===== src/hdl/host_port_regs.svh =====
// host port constants: register indexes, field positions, timing counts
// assumes inclusion by bare name from the package and the design modules
`ifndef HOST_PORT_REGS_SVH
`define HOST_PORT_REGS_SVH

// ---------------------------------------------------------------------
// register indexes on function_select
// ---------------------------------------------------------------------
`define FSEL_PTR_LOW 2'h0
`define FSEL_PTR_HIGH 2'h1
`define FSEL_DATA 2'h2
`define FSEL_CONTROL 2'h3

// ---------------------------------------------------------------------
// field layout and reset values
// ---------------------------------------------------------------------
`define LOW_BYTE_MSB 7
`define LOW_BYTE_LSB 0
`define HIGH_BYTE_MSB 15
`define HIGH_BYTE_LSB 8
`define IRQ_OUT_BIT 7
`define REG_RESET 16'h0000

// ---------------------------------------------------------------------
// timing: ready hold-off in ns and in mclk cycles (4 ns period)
// ---------------------------------------------------------------------
`define MCLK_PERIOD_NS 4
`define CTRL_WAIT_NS 8
`define CTRL_WAIT_CYCLES ((`CTRL_WAIT_NS + `MCLK_PERIOD_NS - 1) / `MCLK_PERIOD_NS)
`define BUSY_NS 32
`define BUSY_CYCLES ((`BUSY_NS + `MCLK_PERIOD_NS - 1) / `MCLK_PERIOD_NS)
`define STRAP_SETTLE_CYCLES 2

`endif


===== src/hdl/host_port_pkg.sv =====
// host port types: access state encoding
// assumes host_port_regs.svh sits on the include path
package host_port_pkg;
    `include "host_port_regs.svh"

    // -----------------------------------------------------------------
    // access sequencer states, one-hot
    // -----------------------------------------------------------------
    typedef enum logic [3:0] {
        ST_IDLE = 4'h1,
        ST_WAIT = 4'h2,
        ST_SERVE = 4'h4,
        ST_DONE = 4'h8
    } access_state_type;
endpackage


===== src/hdl/host_register_port.sv =====
// host register port: four 16-bit registers reached by an asynchronous host
// assumes host pins are asynchronous to mclk; the pad joins data out/in/enable
`timescale 1ns/1ps
module host_register_port
    import host_port_pkg::*;
(
    input wire logic mclk,
    input wire logic reset_n,
    input wire logic host_select_n,
    input wire logic [1:0] function_select,
    input wire logic read_strobe_n,
    input wire logic write_strobe_n,
    input wire logic low_byte_select_n,
    input wire logic high_byte_select_n,
    input wire logic [15:0] host_data_in,
    output logic [15:0] host_data_out,
    output logic host_data_oe,
    output logic host_ready,
    output logic host_irq_n,
    input wire logic irq_out_set,
    output logic run_enable,
    output logic [15:0] pointer_address_low,
    output logic [15:0] pointer_address_high,
    output logic [15:0] host_data_buffer,
    output logic [15:0] host_control,
    output logic access_pulse
);
    `include "host_port_regs.svh"

    // -----------------------------------------------------------------
    // synchronised host pins
    // -----------------------------------------------------------------
    logic sel_n_s;
    logic rd_n_s;
    logic wr_n_s;
    logic lds_n_s;
    logic uds_n_s;
    logic [1:0] fsel_s;
    logic [15:0] din_s;

    // every host pin gets two flops before use
    bit_sync #(.RESET_LEVEL(1'b1)) sync_sel (
        .mclk(mclk),
        .reset_n(reset_n),
        .async_in(host_select_n),
        .sync_out(sel_n_s)
    );
    bit_sync #(.RESET_LEVEL(1'b1)) sync_rd (
        .mclk(mclk),
        .reset_n(reset_n),
        .async_in(read_strobe_n),
        .sync_out(rd_n_s)
    );
    bit_sync #(.RESET_LEVEL(1'b1)) sync_wr (
        .mclk(mclk),
        .reset_n(reset_n),
        .async_in(write_strobe_n),
        .sync_out(wr_n_s)
    );
    bit_sync #(.RESET_LEVEL(1'b1)) sync_lds (
        .mclk(mclk),
        .reset_n(reset_n),
        .async_in(low_byte_select_n),
        .sync_out(lds_n_s)
    );
    bit_sync #(.RESET_LEVEL(1'b1)) sync_uds (
        .mclk(mclk),
        .reset_n(reset_n),
        .async_in(high_byte_select_n),
        .sync_out(uds_n_s)
    );

    genvar gi;
    generate
        for (gi = 0; gi < 2; gi++) begin : g_fsel
            bit_sync #(.RESET_LEVEL(1'b0)) sync_f (
                .mclk(mclk),
                .reset_n(reset_n),
                .async_in(function_select[gi]),
                .sync_out(fsel_s[gi])
            );
        end
        for (gi = 0; gi < 16; gi++) begin : g_din
            bit_sync #(.RESET_LEVEL(1'b0)) sync_d (
                .mclk(mclk),
                .reset_n(reset_n),
                .async_in(host_data_in[gi]),
                .sync_out(din_s[gi])
            );
        end
    endgenerate

    // -----------------------------------------------------------------
    // reset strap
    // -----------------------------------------------------------------
    logic [1:0] strap_count;

    // select level of the first edge after release, read once it has crossed the synchroniser
    always_ff @(posedge mclk) begin
        if (!reset_n) begin
            strap_count <= 2'h0;
            run_enable <= 1'b0;
        end else if (strap_count != 2'(`STRAP_SETTLE_CYCLES + 1)) begin
            strap_count <= 2'(strap_count + 2'h1);
            if (strap_count == 2'(`STRAP_SETTLE_CYCLES)) begin
                run_enable <= ~sel_n_s; // low: run at once, high: halt
            end
        end
    end

    // -----------------------------------------------------------------
    // access sequencer
    // -----------------------------------------------------------------
    access_state_type state;
    access_state_type next_state;
    logic strobe_on;
    logic is_read;
    logic is_write;
    logic [1:0] acc_fsel;
    logic [3:0] wait_count;
    logic [3:0] busy_count;
    logic pending;

    // access is live only under select and one strobe
    assign strobe_on = !sel_n_s && (rd_n_s ^ wr_n_s);
    assign is_read = !rd_n_s;
    assign is_write = !wr_n_s;
    assign pending = busy_count != 4'h0;

    // next-state decode
    always_comb begin
        next_state = state;
        unique case (state)
            ST_IDLE: begin
                if (strobe_on) begin
                    // hold off when earlier work pends or control is hit
                    if (pending || fsel_s == `FSEL_CONTROL) begin
                        next_state = ST_WAIT;
                    end else begin
                        next_state = ST_SERVE;
                    end
                end
            end
            ST_WAIT: begin
                if (!strobe_on) begin
                    next_state = ST_IDLE;
                end else if (!pending && wait_count == 4'h0) begin
                    next_state = ST_SERVE;
                end
            end
            ST_SERVE: begin
                next_state = ST_DONE;
            end
            ST_DONE: begin
                // wait for host to end the cycle
                if (!strobe_on) begin
                    next_state = ST_IDLE;
                end
            end
        endcase
    end

    // state register and captured register index
    always_ff @(posedge mclk) begin
        if (!reset_n) begin
            state <= ST_IDLE;
            acc_fsel <= `FSEL_PTR_LOW;
        end else begin
            state <= next_state;
            if (state == ST_IDLE && strobe_on) begin
                acc_fsel <= fsel_s;
            end
        end
    end

    // brief control hold-off counter
    always_ff @(posedge mclk) begin
        if (!reset_n) begin
            wait_count <= 4'h0;
        end else if (state == ST_IDLE && strobe_on) begin
            wait_count <= (fsel_s == `FSEL_CONTROL) ? 4'(`CTRL_WAIT_CYCLES) : 4'h0;
        end else if (wait_count != 4'h0) begin
            wait_count <= wait_count - 4'h1;
        end
    end

    // internal processing time after each served access
    always_ff @(posedge mclk) begin
        if (!reset_n) begin
            busy_count <= 4'h0;
        end else if (state == ST_SERVE) begin
            busy_count <= 4'(`BUSY_CYCLES);
        end else if (busy_count != 4'h0) begin
            busy_count <= busy_count - 4'h1;
        end
    end

    // -----------------------------------------------------------------
    // register file
    // -----------------------------------------------------------------
    logic serve_write;
    logic [3:0] low_we;
    logic [3:0] high_we;
    logic [15:0] ctrl_value;
    logic ctrl_clear_irq;

    assign serve_write = state == ST_SERVE && is_write;

    // byte lane and index decode for writes
    always_comb begin
        low_we = 4'h0;
        high_we = 4'h0;
        if (serve_write) begin
            low_we[acc_fsel] = !lds_n_s;
            high_we[acc_fsel] = !uds_n_s;
        end
    end

    byte_lane_reg reg_ptr_low (
        .mclk(mclk),
        .reset_n(reset_n),
        .low_we(low_we[`FSEL_PTR_LOW]),
        .high_we(high_we[`FSEL_PTR_LOW]),
        .write_data(din_s),
        .value(pointer_address_low)
    );
    byte_lane_reg reg_ptr_high (
        .mclk(mclk),
        .reset_n(reset_n),
        .low_we(low_we[`FSEL_PTR_HIGH]),
        .high_we(high_we[`FSEL_PTR_HIGH]),
        .write_data(din_s),
        .value(pointer_address_high)
    );
    byte_lane_reg reg_data (
        .mclk(mclk),
        .reset_n(reset_n),
        .low_we(low_we[`FSEL_DATA]),
        .high_we(high_we[`FSEL_DATA]),
        .write_data(din_s),
        .value(host_data_buffer)
    );
    byte_lane_reg reg_ctrl (
        .mclk(mclk),
        .reset_n(reset_n),
        .low_we(low_we[`FSEL_CONTROL]),
        .high_we(high_we[`FSEL_CONTROL]),
        .write_data(din_s),
        .value(ctrl_value)
    );

    // a host write of zero to the irq bit clears it
    assign ctrl_clear_irq = low_we[`FSEL_CONTROL] && !din_s[`IRQ_OUT_BIT];

    // irq_out_bit: device set wins over host clear
    logic irq_bit;
    always_ff @(posedge mclk) begin
        if (!reset_n) begin
            irq_bit <= 1'b0;
        end else if (irq_out_set) begin
            irq_bit <= 1'b1;
        end else if (low_we[`FSEL_CONTROL]) begin
            irq_bit <= !ctrl_clear_irq;
        end
    end

    // control view merges the live irq bit
    always_comb begin
        host_control = ctrl_value;
        host_control[`IRQ_OUT_BIT] = irq_bit;
    end

    // -----------------------------------------------------------------
    // host-facing outputs
    // -----------------------------------------------------------------
    logic [15:0] read_mux;

    // register read select
    always_comb begin
        unique case (acc_fsel)
            `FSEL_PTR_LOW: read_mux = pointer_address_low;
            `FSEL_PTR_HIGH: read_mux = pointer_address_high;
            `FSEL_DATA: read_mux = host_data_buffer;
            `FSEL_CONTROL: read_mux = host_control;
        endcase
    end

    // read data latched when served, enable only under select and read
    always_ff @(posedge mclk) begin
        if (!reset_n) begin
            host_data_out <= `REG_RESET;
            host_data_oe <= 1'b0;
        end else begin
            if (state == ST_SERVE && is_read) begin
                host_data_out <= read_mux;
            end
            host_data_oe <= !sel_n_s && is_read && (state == ST_DONE || state == ST_SERVE);
        end
    end

    // ready low under select while an access is held off or about to be served
    always_ff @(posedge mclk) begin
        if (!reset_n) begin
            host_ready <= 1'b1;
        end else if (sel_n_s) begin
            host_ready <= 1'b1;
        end else begin
            host_ready <= !(next_state == ST_WAIT || (state == ST_IDLE && next_state == ST_SERVE) ||
                next_state == ST_SERVE);
        end
    end

    // interrupt pin follows the irq bit
    always_ff @(posedge mclk) begin
        if (!reset_n) begin
            host_irq_n <= 1'b1;
        end else begin
            host_irq_n <= !(irq_bit || irq_out_set);
        end
    end

    // one-cycle pulse when an access is served
    always_ff @(posedge mclk) begin
        if (!reset_n) begin
            access_pulse <= 1'b0;
        end else begin
            access_pulse <= state == ST_SERVE;
        end
    end
endmodule


===== src/hdl/bit_sync.sv =====
// two-flop synchroniser for one asynchronous level
// assumes the input comes from outside the mclk domain
`timescale 1ns/1ps
module bit_sync #(
    parameter logic RESET_LEVEL = 1'b1
) (
    input wire logic mclk,
    input wire logic reset_n,
    input wire logic async_in,
    output logic sync_out
);
    logic first_stage;

    // first stage read only by the second
    always_ff @(posedge mclk) begin
        if (!reset_n) begin
            first_stage <= RESET_LEVEL;
            sync_out <= RESET_LEVEL;
        end else begin
            first_stage <= async_in;
            sync_out <= first_stage;
        end
    end
endmodule


===== src/hdl/byte_lane_reg.sv =====
// one 16-bit host register with two byte-lane write enables
// assumes enables are single-cycle pulses from the mclk domain
`timescale 1ns/1ps
module byte_lane_reg (
    input wire logic mclk,
    input wire logic reset_n,
    input wire logic low_we,
    input wire logic high_we,
    input wire logic [15:0] write_data,
    output logic [15:0] value
);
    `include "host_port_regs.svh"

    // each byte lane writes independently
    always_ff @(posedge mclk) begin
        if (!reset_n) begin
            value <= `REG_RESET;
        end else begin
            if (low_we) begin
                value[`LOW_BYTE_MSB:`LOW_BYTE_LSB] <= write_data[`LOW_BYTE_MSB:`LOW_BYTE_LSB];
            end
            if (high_we) begin
                value[`HIGH_BYTE_MSB:`HIGH_BYTE_LSB] <= write_data[`HIGH_BYTE_MSB:`HIGH_BYTE_LSB];
            end
        end
    end
endmodule


===== config.mk =====
export PLATFORM = sky130hd
export DESIGN_NAME = host_register_port
export DESIGN_NICKNAME = d
export VERILOG_FILES = /design/src/hdl/host_port_pkg.sv /design/src/hdl/host_register_port.sv /design/src/hdl/bit_sync.sv /design/src/hdl/byte_lane_reg.sv
export VERILOG_INCLUDE_DIRS = /design/src /design/src/hdl
export SDC_FILE = /design/constraint.sdc
export NUM_CORES = 1
export LEC_CHECK = 0
export ABC_AREA = 1
export BUFFER_PORTS_ARGS = -buffer_cell sky130_fd_sc_hd__buf_2
export CELL_PAD_IN_SITES_DETAIL_PLACEMENT = 1
export CELL_PAD_IN_SITES_GLOBAL_PLACEMENT = 1
export CORE_MARGIN = 5
export CORE_UTILIZATION = 39
export CTS_CLUSTER_DIAMETER = 120
export DETAILED_ROUTE_END_ITERATION = 10
export GPL_ROUTABILITY_DRIVEN = 0
export PLACE_DENSITY = 0.78
export SLEW_MARGIN = 0
export SYNTH_ARGS = -nofsm -noshare
export SYNTH_HDL_FRONTEND = slang
export SYNTH_SLANG_ARGS = --single-unit

===== constraint.sdc =====
create_clock -name mclk -period 1.8 [get_ports mclk]
set_input_delay 0.36 -clock mclk [delete_from_list [all_inputs] [get_ports mclk]]
set_output_delay 0.36 -clock mclk [all_outputs]
set_load 0.02 [all_outputs]

==> metrics.cfg, run 1 <==
[layout]
seqCellArea_mm2 = 0.00294
final_common_cell = nand2_1
final_cell_count_no_fill = 1040
multi_input_area_mm2 = 0.00226
drive_above_1_share_pct = 22.0
fillCellCount = 1774
syn_to_final_growth_pct = 25.8
finalNetCount = 879
layout_common_cells = nand2_1 (150), dfxtp_1 (146), nor2_1 (143), buf_2 (109), o21ai_0 (81)
diodes = 0

[yosys]
synth.net_count = 761
synth_ff_type = dfxtp_1
synth-seq-area-share_pct = 52.7
synthArstFlopShare_pct = 0
synth_cells = 729
yosysWarnings = 0
synth_area_per_cell_um2 = 7.66
syn_area_mm2 = 0.00558
ys_ff_latch = 147
synth_edf_count = 0
synth_cell_type_count = 28

[clock_network]
root_buffer = clkbuf_16
numCtsBuffers = 17
cts.clk_slew.worst_paths_ns = 0.07
clk_latency_ns = 0.43
h-tree-depth = 4
cts_tree = yes
clockBufferDepth = 2
cts.sinks = 147

[global_route]
met3_usage_pct = 5.98
grt_remaining_overflow = 0
grtUsageTotal_pct = 21.7
grt_pass1_wl_mm = 28.5
grt_max_degree = 91
use_met2_pct = 38.2
grt_pass1_vias = 5554
grt_most_used_layer = met2
antenna_found_initial = 0
grtUsageMet1_pct = 24.9

[route]
firstDrtPassIters = 4
vias = 5155
ant_nets = 0
drc = 0
drt_iter0_markers = 284
wl_mm = 17.5
detail_route.wl_per_cell_um = 16.8
routed_via_density = 4.96

[sta]
rsz0062_at_grt = no
slew_headroom_pct = 56.2
setup_violations = 0
slew_violations = 0
max_freq_ghz = 0.587
min_period_ns = 1.70
hold_viol = 0
post-route-period-util_pct = 94.7
fin_ws_ns = 0.0958
tns_ns = 0
skew_ns = 0.0103
tightest_slew_ns = 0.656

[worst_setup_path]
critPathKind = flip-flop to flip-flop
crit_path_end_kind = flip-flop
cp-start-kind = flip-flop
crit_buf_inv = 2
critPathArrivalTime_ns = 2.01
slowest_delay_ns = 0.37
crit_family = simple AND/OR/NAND/NOR gates
critPathSlowestCell = dfxtp_2
cp.required_ns = 2.11
crit_fanout = 12
path_cells = inv_2, nor2_4, nand2_4, nor2_8, nand2_4, nor2_8, inv_2, nor2_1, nor2_1

[placed_design]
io_buffers = 110
placed_cells = 1007
hpwl_mm = 12.6
dp_slack_ns = 0.0369

[floorplanning]
io_pins = 111
core_mm2 = 0.0139
die_y_um = 130
dieArea_mm2 = 0.0168
fp.dieW_um = 130
start_util_pct = 40.1
rows = 43

[power_and_ir_drop]
ir_worst_vdd_v = 0.000671
p_per_area_mw_per_mm2 = 1160
p_total_mw = 8.16
leakagePower_nw = 3.64

[min_path]
min_path_type = input pin to flip-flop

[run_status]
status = finished, final reports clean

[run]
cap_viol_max_count = 0

==> cell families (layout without fill, tap and decap cells) <==
family | count (synthesis) | count (layout) | synth area share (%)
fa+ha+maj | 6 | 6 | 1.34
xor+xnor | 2 | 2 | 0.314
compound gates | 122 | 122 | 11.5
buf+inv | 99 | 230 | 6.95
flops | 147 | 147 | 52.7
simple gates | 353 | 353 | 27.2
==> layer usage <==
metal	routed length [um]	part of all wire (%)
met5	0	0
met4	565	3.2
met3	838	4.8
met2	8700	50
met1	7400	42
==> state kept, by name, summed over array words and instances (netlist names), 2 cells and up <==
register                   flops
host_data_out                 16
reg_ctrl.value                15
reg_ptr_high.value            16
busy_count                     4
reg_data.value                16
g_fsel.sync_f.sync_out         2
wait_count                     4
g_din.sync_d.sync_out         16
acc_fsel                       2
strap_count                    2
reg_ptr_low.value             16
g_din.sync_d.first_stage      16
state                          4
g_fsel.sync_f.first_stage      2
==> worst register-to-register path: cells and delay by family, from the launching register on <==
| kind | cells | cell delay [ns] |
|---|---|---|
| simple gates | 7 | 1.03 |
| flops | 1 | 0.37 |
| buf+inv | 2 | 0.19 |
==> path summary, 6_finish.rpt <==
check | to | startpoint | slack, ns | cells past startpoint
setup reg to reg | reg_ptr_low.value[12]$_SDFFE_PN0P_ | state[2]$_SDFF_PN0_ | 0.1 | 9
hold / removal | g_din[8].sync_d.first_stage$_SDFF_PN0_ | host_data_in[8] | 0.11 | 3
hold reg to reg | g_din[1].sync_d.sync_out$_SDFF_PN0_ | g_din[1].sync_d.first_stage$_SDFF_PN0_ | 0.41 | 2
setup / recovery | reg_ptr_low.value[12]$_SDFFE_PN0P_ | state[2]$_SDFF_PN0_ | 0.1 | 9
==> power breakdown <==
group	leakage, nW	switching [mW]	internal (mW)
clock network	0.312	1.51	2.36
registers	1.20	0.113	3.40
logic	2.13	0.492	0.286
==> what timing repair did <==
item | in CTS | in global routing
hold buffers | 0 | 0
setup buffers | 1 | 0
setup endpoints to repair | 1 | 19
resized for setup | 0 | 3
pin swaps | 1 | 0
==> per-stage QoR <==
stage	area [um2]	util (%)	hold WS, ns
6_report	7020	50.4	0.114
4_1_cts	7010	50.3	0.0967
3_5_place_dp	6370	45.7	0.400
2_1_floorplan	5580	-	0.390
5_1_grt	7020	50.4	0.103
3_3_place_gp	6370	45.7	0.394
==> area by class of cell <==
type | count | area share (%)
clock buffer | 17 | 6.06
timing repair buffer | 122 | 9.52
tap | 180 | 3.21
clock inverter | 15 | 3.05
sequential | 147 | 41.9
multi-input combinational | 483 | 32.2
inverter | 76 | 4.06
==> cells in the mapped netlist (2+ instances only) <==
| cell type | number | share of area [%] |
|---|---|---|
| or2_2 | 10 | 1.1 |
| nand2_4 | 2 | 0.40 |
| and3_1 | 10 | 1.1 |
| nor3_1 | 10 | 0.90 |
| nor2_2 | 4 | 0.45 |
| o21ai_1 | 3 | 0.27 |
| inv_2 | 7 | 0.47 |
| nand2_1 | 150 | 10 |
| a211oi_1 | 3 | 0.40 |
| dfxtp_1 | 147 | 53 |
| a21oi_1 | 19 | 1.7 |
| nor2_1 | 144 | 9.7 |
| clkbuf_1 | 17 | 1.1 |
| ha_1 | 6 | 1.3 |
| buf_2 | 4 | 0.36 |
| nand3_1 | 11 | 0.99 |
| a31oi_1 | 15 | 1.7 |
| nor2_8 | 2 | 0.72 |
| xnor2_1 | 2 | 0.31 |
| o21ai_0 | 81 | 7.3 |
| nor2_4 | 7 | 1.4 |
| inv_1 | 69 | 4.6 |
Power figures use the tool's default switching activity.
==> run 2: changes to the inputs <==
--- a/config.mk
+++ b/config.mk
@@ -11,12 +11,13 @@
 export CELL_PAD_IN_SITES_DETAIL_PLACEMENT = 1
 export CELL_PAD_IN_SITES_GLOBAL_PLACEMENT = 1
 export CORE_MARGIN = 5
-export CORE_UTILIZATION = 39
+export CORE_UTILIZATION = 43
 export CTS_CLUSTER_DIAMETER = 120
 export DETAILED_ROUTE_END_ITERATION = 10
 export GPL_ROUTABILITY_DRIVEN = 0
-export PLACE_DENSITY = 0.78
+export PLACE_DENSITY = 0.85
 export SLEW_MARGIN = 0
 export SYNTH_ARGS = -nofsm -noshare
 export SYNTH_HDL_FRONTEND = slang
+export SYNTH_HIERARCHICAL = 1
 export SYNTH_SLANG_ARGS = --single-unit
==> constraint.sdc (replaced) <==
create_clock -name mclk -period 2.1 [get_ports mclk]
set_input_delay 0.42 -clock mclk [delete_from_list [all_inputs] [get_ports mclk]]
set_output_delay 0.42 -clock mclk [all_outputs]
set_load 0.02 [all_outputs]
==> metrics.cfg, run 2 <==
[route]
drc = 0
routed_via_density = 4.78
vias = 5570
wl_mm = 17.5
drt_iter0_markers = 312
detail_route.wl_per_cell_um = 15.0
firstDrtPassIters = 4
ant_nets = 0

[clock_network]
post_cts_buffers = 0
h-tree-depth = 4
root_buffer = clkbuf_16
numCtsBuffers = 17
cts.clk_slew.worst_paths_ns = 0.06
clk_latency_ns = 0.42
clockBufferDepth = 2
cts_hold_buf = 0
cts.sinks = 147
cts_tree = yes
cts_resized = 0

[worst_setup_path]
cp.depth = 8
slowest_delay_ns = 0.38
crit_fanout = 14
rr_worst_depth = 8
critPathArrivalTime_ns = 2.09
critPathKind = flip-flop to flip-flop
crit_family = simple AND/OR/NAND/NOR gates
crit_start = state[1]$_SDFF_PN0_
crit_path_end_kind = flip-flop
crit_end = reg_ctrl/value[1]$_SDFFE_PN0P_
cp-start-kind = flip-flop
reg2reg_setup_slack_ns = 0.33
critPathSlowestCell = inv_1
path_cells = nor2_4, nand3_4, nor2_1, nand3_1, inv_1, nand2_1, nand2_1, nor2_1
cp.required_ns = 2.42
crit_buf_inv = 1
worstReg2RegEnd = reg_ctrl/value[1]$_SDFFE_PN0P_
r2r-start = state[1]$_SDFF_PN0_

[global_route]
antenna_found_initial = 0
grt_pass1_wl_mm = 28.2
grt_remaining_overflow = 0
grtUsageTotal_pct = 21.7
grt_max_degree = 49
grt_pass1_vias = 5759

[placed_design]
hpwl_mm = 12.3
io_buffers = 110

[floorplanning]
start_util_pct = 44.2
core_mm2 = 0.0140
dieArea_mm2 = 0.0169
die_y_um = 130
io_pins = 111
rows = 43
fp.dieW_um = 130

[run_status]
status = finished, final reports clean

[sta]
min_period_ns = 1.77
slew_violations = 0
holdWs_ns = 0.170
setup_violations = 0
tns_ns = 0
post-route-period-util_pct = 84.5
skew_ns = 0.00754
hold_viol = 0
slew_headroom_pct = 66.9
max_freq_ghz = 0.564
rsz0062_at_grt = no
tightest_slew_ns = 0.496

[yosys]
synth.net_count = 891
yosysWarnings = 6
synth_area_per_cell_um2 = 7.20
synth_cells = 859
syn_area_mm2 = 0.00618

[layout]
syn_to_final_growth_pct = 18.1
diodes = 0
layout_common_cells = nand2_1 (249), nor2_1 (153), inv_1 (147), dfxtp_1 (147), buf_2 (109)
drive_above_1_share_pct = 18.8
fillCellCount = 1863
finalNetCount = 1005
final_util_pct = 52.2
final_common_cell = nand2_1

[power_and_ir_drop]
p_total_mw = 6.54
p_per_area_mw_per_mm2 = 896
ir_worst_vdd_v = 0.000521
leakagePower_nw = 3.66

[min_path]
min_path_type = input pin to flip-flop

[run]
cap_viol_max_count = 0

==> run 2: stage by stage <==
stage | instances | setup slack, ns | instance area (um2)
after floorplan | 859 | 0.611 | 6180
after global routing | 1165 | 0.172 | 7300
after global placement | 1134 | 0.434 | 6750
after detailed placement | 1134 | 0.366 | 6750
final | 1165 | 0.326 | 7300
after CTS | 1165 | 0.310 | 7300
==> run 2: how the worst min path moves through the flow <==
stage | start | to | slack, ns | cells after the start
2_1_floorplan | sync_lds/first_stage$_SDFF_PN1_ | sync_lds/sync_out$_SDFF_PN1_ | 0.38 | 2
3_3_place_gp | sync_wr/first_stage$_SDFF_PN1_ | sync_wr/sync_out$_SDFF_PN1_ | 0.38 | 2
3_5_place_dp | g_din[13].sync_d/first_stage$_SDFF_PN0_ | g_din[13].sync_d/sync_out$_SDFF_PN0_ | 0.40 | 2
4_1_cts | host_select_n | sync_sel/first_stage$_SDFF_PN1_ | 0.15 | 3
5_1_grt | host_data_in[5] | g_din[5].sync_d/first_stage$_SDFF_PN0_ | 0.17 | 3
6_report | host_select_n | sync_sel/first_stage$_SDFF_PN1_ | 0.17 | 3
==> run 2: layer usage <==
layer  GRT usage (%)  vias up  wire length [um]  part of all wire, %
met1            24.8     2647              7400                   42
li1                -     2773                 -                    -
met2            38.3      118              8750                   50
met5               0        -                 0                    0
met4            9.54        0               496                  2.8
met3            5.28       32               875                  5.0
==> run 2: report_power, final <==
part | total (mW) | internal, mW | switching, mW
Sequential | 3.00 | 2.91 | 0.0908
Clock | 2.86 | 1.70 | 1.16
Combinational | 0.684 | 0.264 | 0.420
Total | 6.54 | 4.87 | 1.67
==> run 2: final cells by class <==
| class | count | area, um2 | area share (%) |
|---|---|---|---|
| Sequential cell | 147 | 2940 | 40.3 |
| Multi-Input combinational cell | 528 | 2320 | 31.7 |
| Timing Repair Buffer | 131 | 711 | 9.73 |
| Inverter | 148 | 556 | 7.61 |
| Clock buffer | 20 | 467 | 6.39 |
| Tap cell | 180 | 225 | 3.08 |
| Clock inverter | 11 | 86.3 | 1.18 |
==> run 2: tightest hold or removal path, cell delays in order <==
cell	delay (ns)
buf_2	0.07
inv_1	0.03
nand2_1	0.04
==> run 3: changes to the inputs <==
--- a/config.mk
+++ b/config.mk
@@ -6,7 +6,7 @@
 export SDC_FILE = /design/constraint.sdc
 export NUM_CORES = 1
 export LEC_CHECK = 0
-export ABC_AREA = 1
+export ABC_AREA = 0
 export BUFFER_PORTS_ARGS = -buffer_cell sky130_fd_sc_hd__buf_2
 export CELL_PAD_IN_SITES_DETAIL_PLACEMENT = 1
 export CELL_PAD_IN_SITES_GLOBAL_PLACEMENT = 1
@@ -15,7 +15,7 @@
 export CTS_CLUSTER_DIAMETER = 120
 export DETAILED_ROUTE_END_ITERATION = 10
 export GPL_ROUTABILITY_DRIVEN = 0
-export PLACE_DENSITY = 0.85
+export PLACE_DENSITY = 0.79
 export SLEW_MARGIN = 0
 export SYNTH_ARGS = -nofsm -noshare
 export SYNTH_HDL_FRONTEND = slang
==> constraint.sdc (replaced) <==
create_clock -name mclk -period 1.7 [get_ports mclk]
set_input_delay 0.34 -clock mclk [delete_from_list [all_inputs] [get_ports mclk]]
set_output_delay 0.34 -clock mclk [all_outputs]
set_load 0.02 [all_outputs]
==> metrics.cfg, run 3 <==
[floorplanning]
start_util_pct = 44.3
core_mm2 = 0.0128
io_pins = 111
fp.dieW_um = 125
dieArea_mm2 = 0.0155
die_y_um = 125
rows = 41

[global_route]
met3_usage_pct = 5.32
use_met2_pct = 38.3
grt_pass1_vias = 4801
grtUsageTotal_pct = 21.4
grtUsageMet1_pct = 24.8
grt_pass1_wl_mm = 26.1
antenna_found_initial = 0
grt_max_degree = 52
grt_remaining_overflow = 0
grt_most_used_layer = met2

[layout]
seqCellArea_mm2 = 0.00295
final_cell_count_no_fill = 841
drive_above_1_share_pct = 36.9
layout_common_cells = dfxtp_1 (145), buf_2 (110), nor2b_1 (64), mux2i_1 (57), and2_1 (36)
multi_input_area_mm2 = 0.00275
final_common_cell = dfxtp_1
diodes = 0
syn_to_final_growth_pct = 31.6
finalNetCount = 689
final_util_pct = 58.3
final_cell_area_mm2 = 0.00744
fillCellCount = 1380

[route]
drt_iter0_markers = 204
vias = 4314
ant_nets = 0
firstDrtPassIters = 4
wl_mm = 16.8
detail_route.wl_per_cell_um = 20.0
routed_via_density = 5.13
drc = 0

[power_and_ir_drop]
ir_worst_vdd_v = 0.000763
p_clk_share_pct = 42.4
power_frac_seq_pct = 45.3
power.switching_mw = 2.04
leakagePower_nw = 2.90
p_per_area_mw_per_mm2 = 1110
internal-power_mw = 6.19
p_comb_share_pct = 12.3
switching_share_pct = 24.8

[sta]
skew_ns = 0.00840
tightest_slew_ns = 0.461
slew_violations = 0
max_freq_ghz = 0.474
fin_ws_ns = -0.409
hold_viol = 0
setup_violations = 83
rsz0062_at_grt = yes
slew_headroom_pct = 69.0
min_period_ns = 2.11
post-route-period-util_pct = 124

[worst_setup_path]
crit_end = reg_ptr_low/value[1]$_SDFFE_PN0P_
reg2reg_setup_slack_ns = -0.41
worstReg2RegEnd = reg_ptr_low/value[1]$_SDFFE_PN0P_
r2r-start = state[3]$_SDFF_PN0_
crit_start = state[3]$_SDFF_PN0_
cp-start-kind = flip-flop
crit_path_end_kind = flip-flop
rr_worst_depth = 6
critPathArrivalTime_ns = 2.41
crit_fanout = 8
critPathKind = flip-flop to flip-flop
cp.required_ns = 2.00

[clock_network]
root_buffer = clkbuf_16
cts.sinks = 147
cts.clk_slew.worst_paths_ns = 0.06
h-tree-depth = 4
cts_tree = yes
clk_latency_ns = 0.42
cts_hold_buf = 0
clockBufferDepth = 2
numCtsBuffers = 17

[placed_design]
io_buffers = 110
hpwl_mm = 11.2
dpl-instance-area_mm2 = 0.00658
placed_cells = 808

[min_path]
hold_depth = 2
min_path_type = input pin to flip-flop

[yosys]
synth.net_count = 546
yosysWarnings = 6
synth_cells = 514
syn_area_mm2 = 0.00565
synth_area_per_cell_um2 = 11.0

[run_status]
status = finished with violations
violations = negative setup slack

[run]
cap_viol_max_count = 0

==> run 3: cell count changes in the layout (fill, tap and decap cells not counted), moves of 11 or more <==
cell | before | now
nand3_1 | 17 | 0
and2_1 | 0 | 36
mux4_2 | 0 | 16
inv_1 | 147 | 5
nor2b_1 | 0 | 64
mux2i_1 | 0 | 57
nand2_2 | 16 | 5
o211ai_1 | 12 | 0
nand2_1 | 249 | 32
o21ai_0 | 23 | 5
buf_6 | 0 | 13
nand2b_1 | 0 | 14
nor2_1 | 153 | 17
==> run 3: power groups by stage <==
stage                     registers (mW)  clock network, mW  logic, mW
after floorplan                     3.75                  0      0.573
after global placement              3.77                  0      0.809
after detailed placement            3.78                  0      0.887
after CTS                           3.72               3.55      0.995
after global routing                3.75               3.70       1.11
final                               3.73               3.49       1.01
==> run 3: routing by layer <==
metal / vias to the layer above / part of all wire [%]
met2: 106 / 54
met1: 2162 / 41
met4: 0 / 1.7
li1: 2028 / -
met3: 18 / 3.9
met5: - / 0
==> run 3: timing repair <==
| action | 4_1_cts | 5_1_grt |
|---|---|---|
| pin swaps | 4 | 7 |
| setup endpoints to repair | 85 | 86 |
| gates resized for setup | 36 | 36 |
| cloned | 0 | 0 |
| setup buffers | 0 | 3 |
==> run 3: cell type report <==
| cell class | count | share of cell area [%] |
|---|---|---|
| multi-input combinational | 334 | 36.9 |
| timing repair buffer | 151 | 12.9 |
| inverter | 6 | 0.370 |
| clock inverter | 8 | 1.08 |
| clock buffer | 23 | 6.29 |
| tap | 172 | 2.89 |
| sequential | 147 | 39.6 |
==> run 3: worst min path at each step <==
stage,startpoint,to,slack (ns)
6_report,host_select_n,sync_sel/first_stage$_SDFF_PN1_,0.12
5_1_grt,read_strobe_n,sync_rd/first_stage$_SDFF_PN1_,0.10
4_1_cts,low_byte_select_n,sync_lds/first_stage$_SDFF_PN1_,0.1
3_5_place_dp,sync_sel/first_stage$_SDFF_PN1_,sync_sel/sync_out$_SDFF_PN1_,0.41
3_3_place_gp,sync_wr/first_stage$_SDFF_PN1_,sync_wr/sync_out$_SDFF_PN1_,0.40
2_1_floorplan,sync_lds/first_stage$_SDFF_PN1_,sync_lds/sync_out$_SDFF_PN1_,0.39
==> run 3: per-stage QoR <==
step	hold WS, ns	worst slack [ns]	setup TNS (ns)	power, mW
2_1_floorplan	0.386	-0.405	-24.04	4.33
3_3_place_gp	0.405	-0.316	-18.38	4.58
3_5_place_dp	0.409	-0.425	-23.70	4.67
4_1_cts	0.0961	-0.349	-18.68	8.27
5_1_grt	0.102	-0.458	-24.67	8.55
6_report	0.117	-0.409	-20.60	8.23
==> run 3: worst max-delay path, cell delays in order (launching register included) <==
cell and delay, ns:
dfxtp_2 0.32, or4b_4 0.57, or3_4 0.42, nor3_4 0.20
buf_12 0.18, mux2i_2 0.23, nor2b_1 0.07
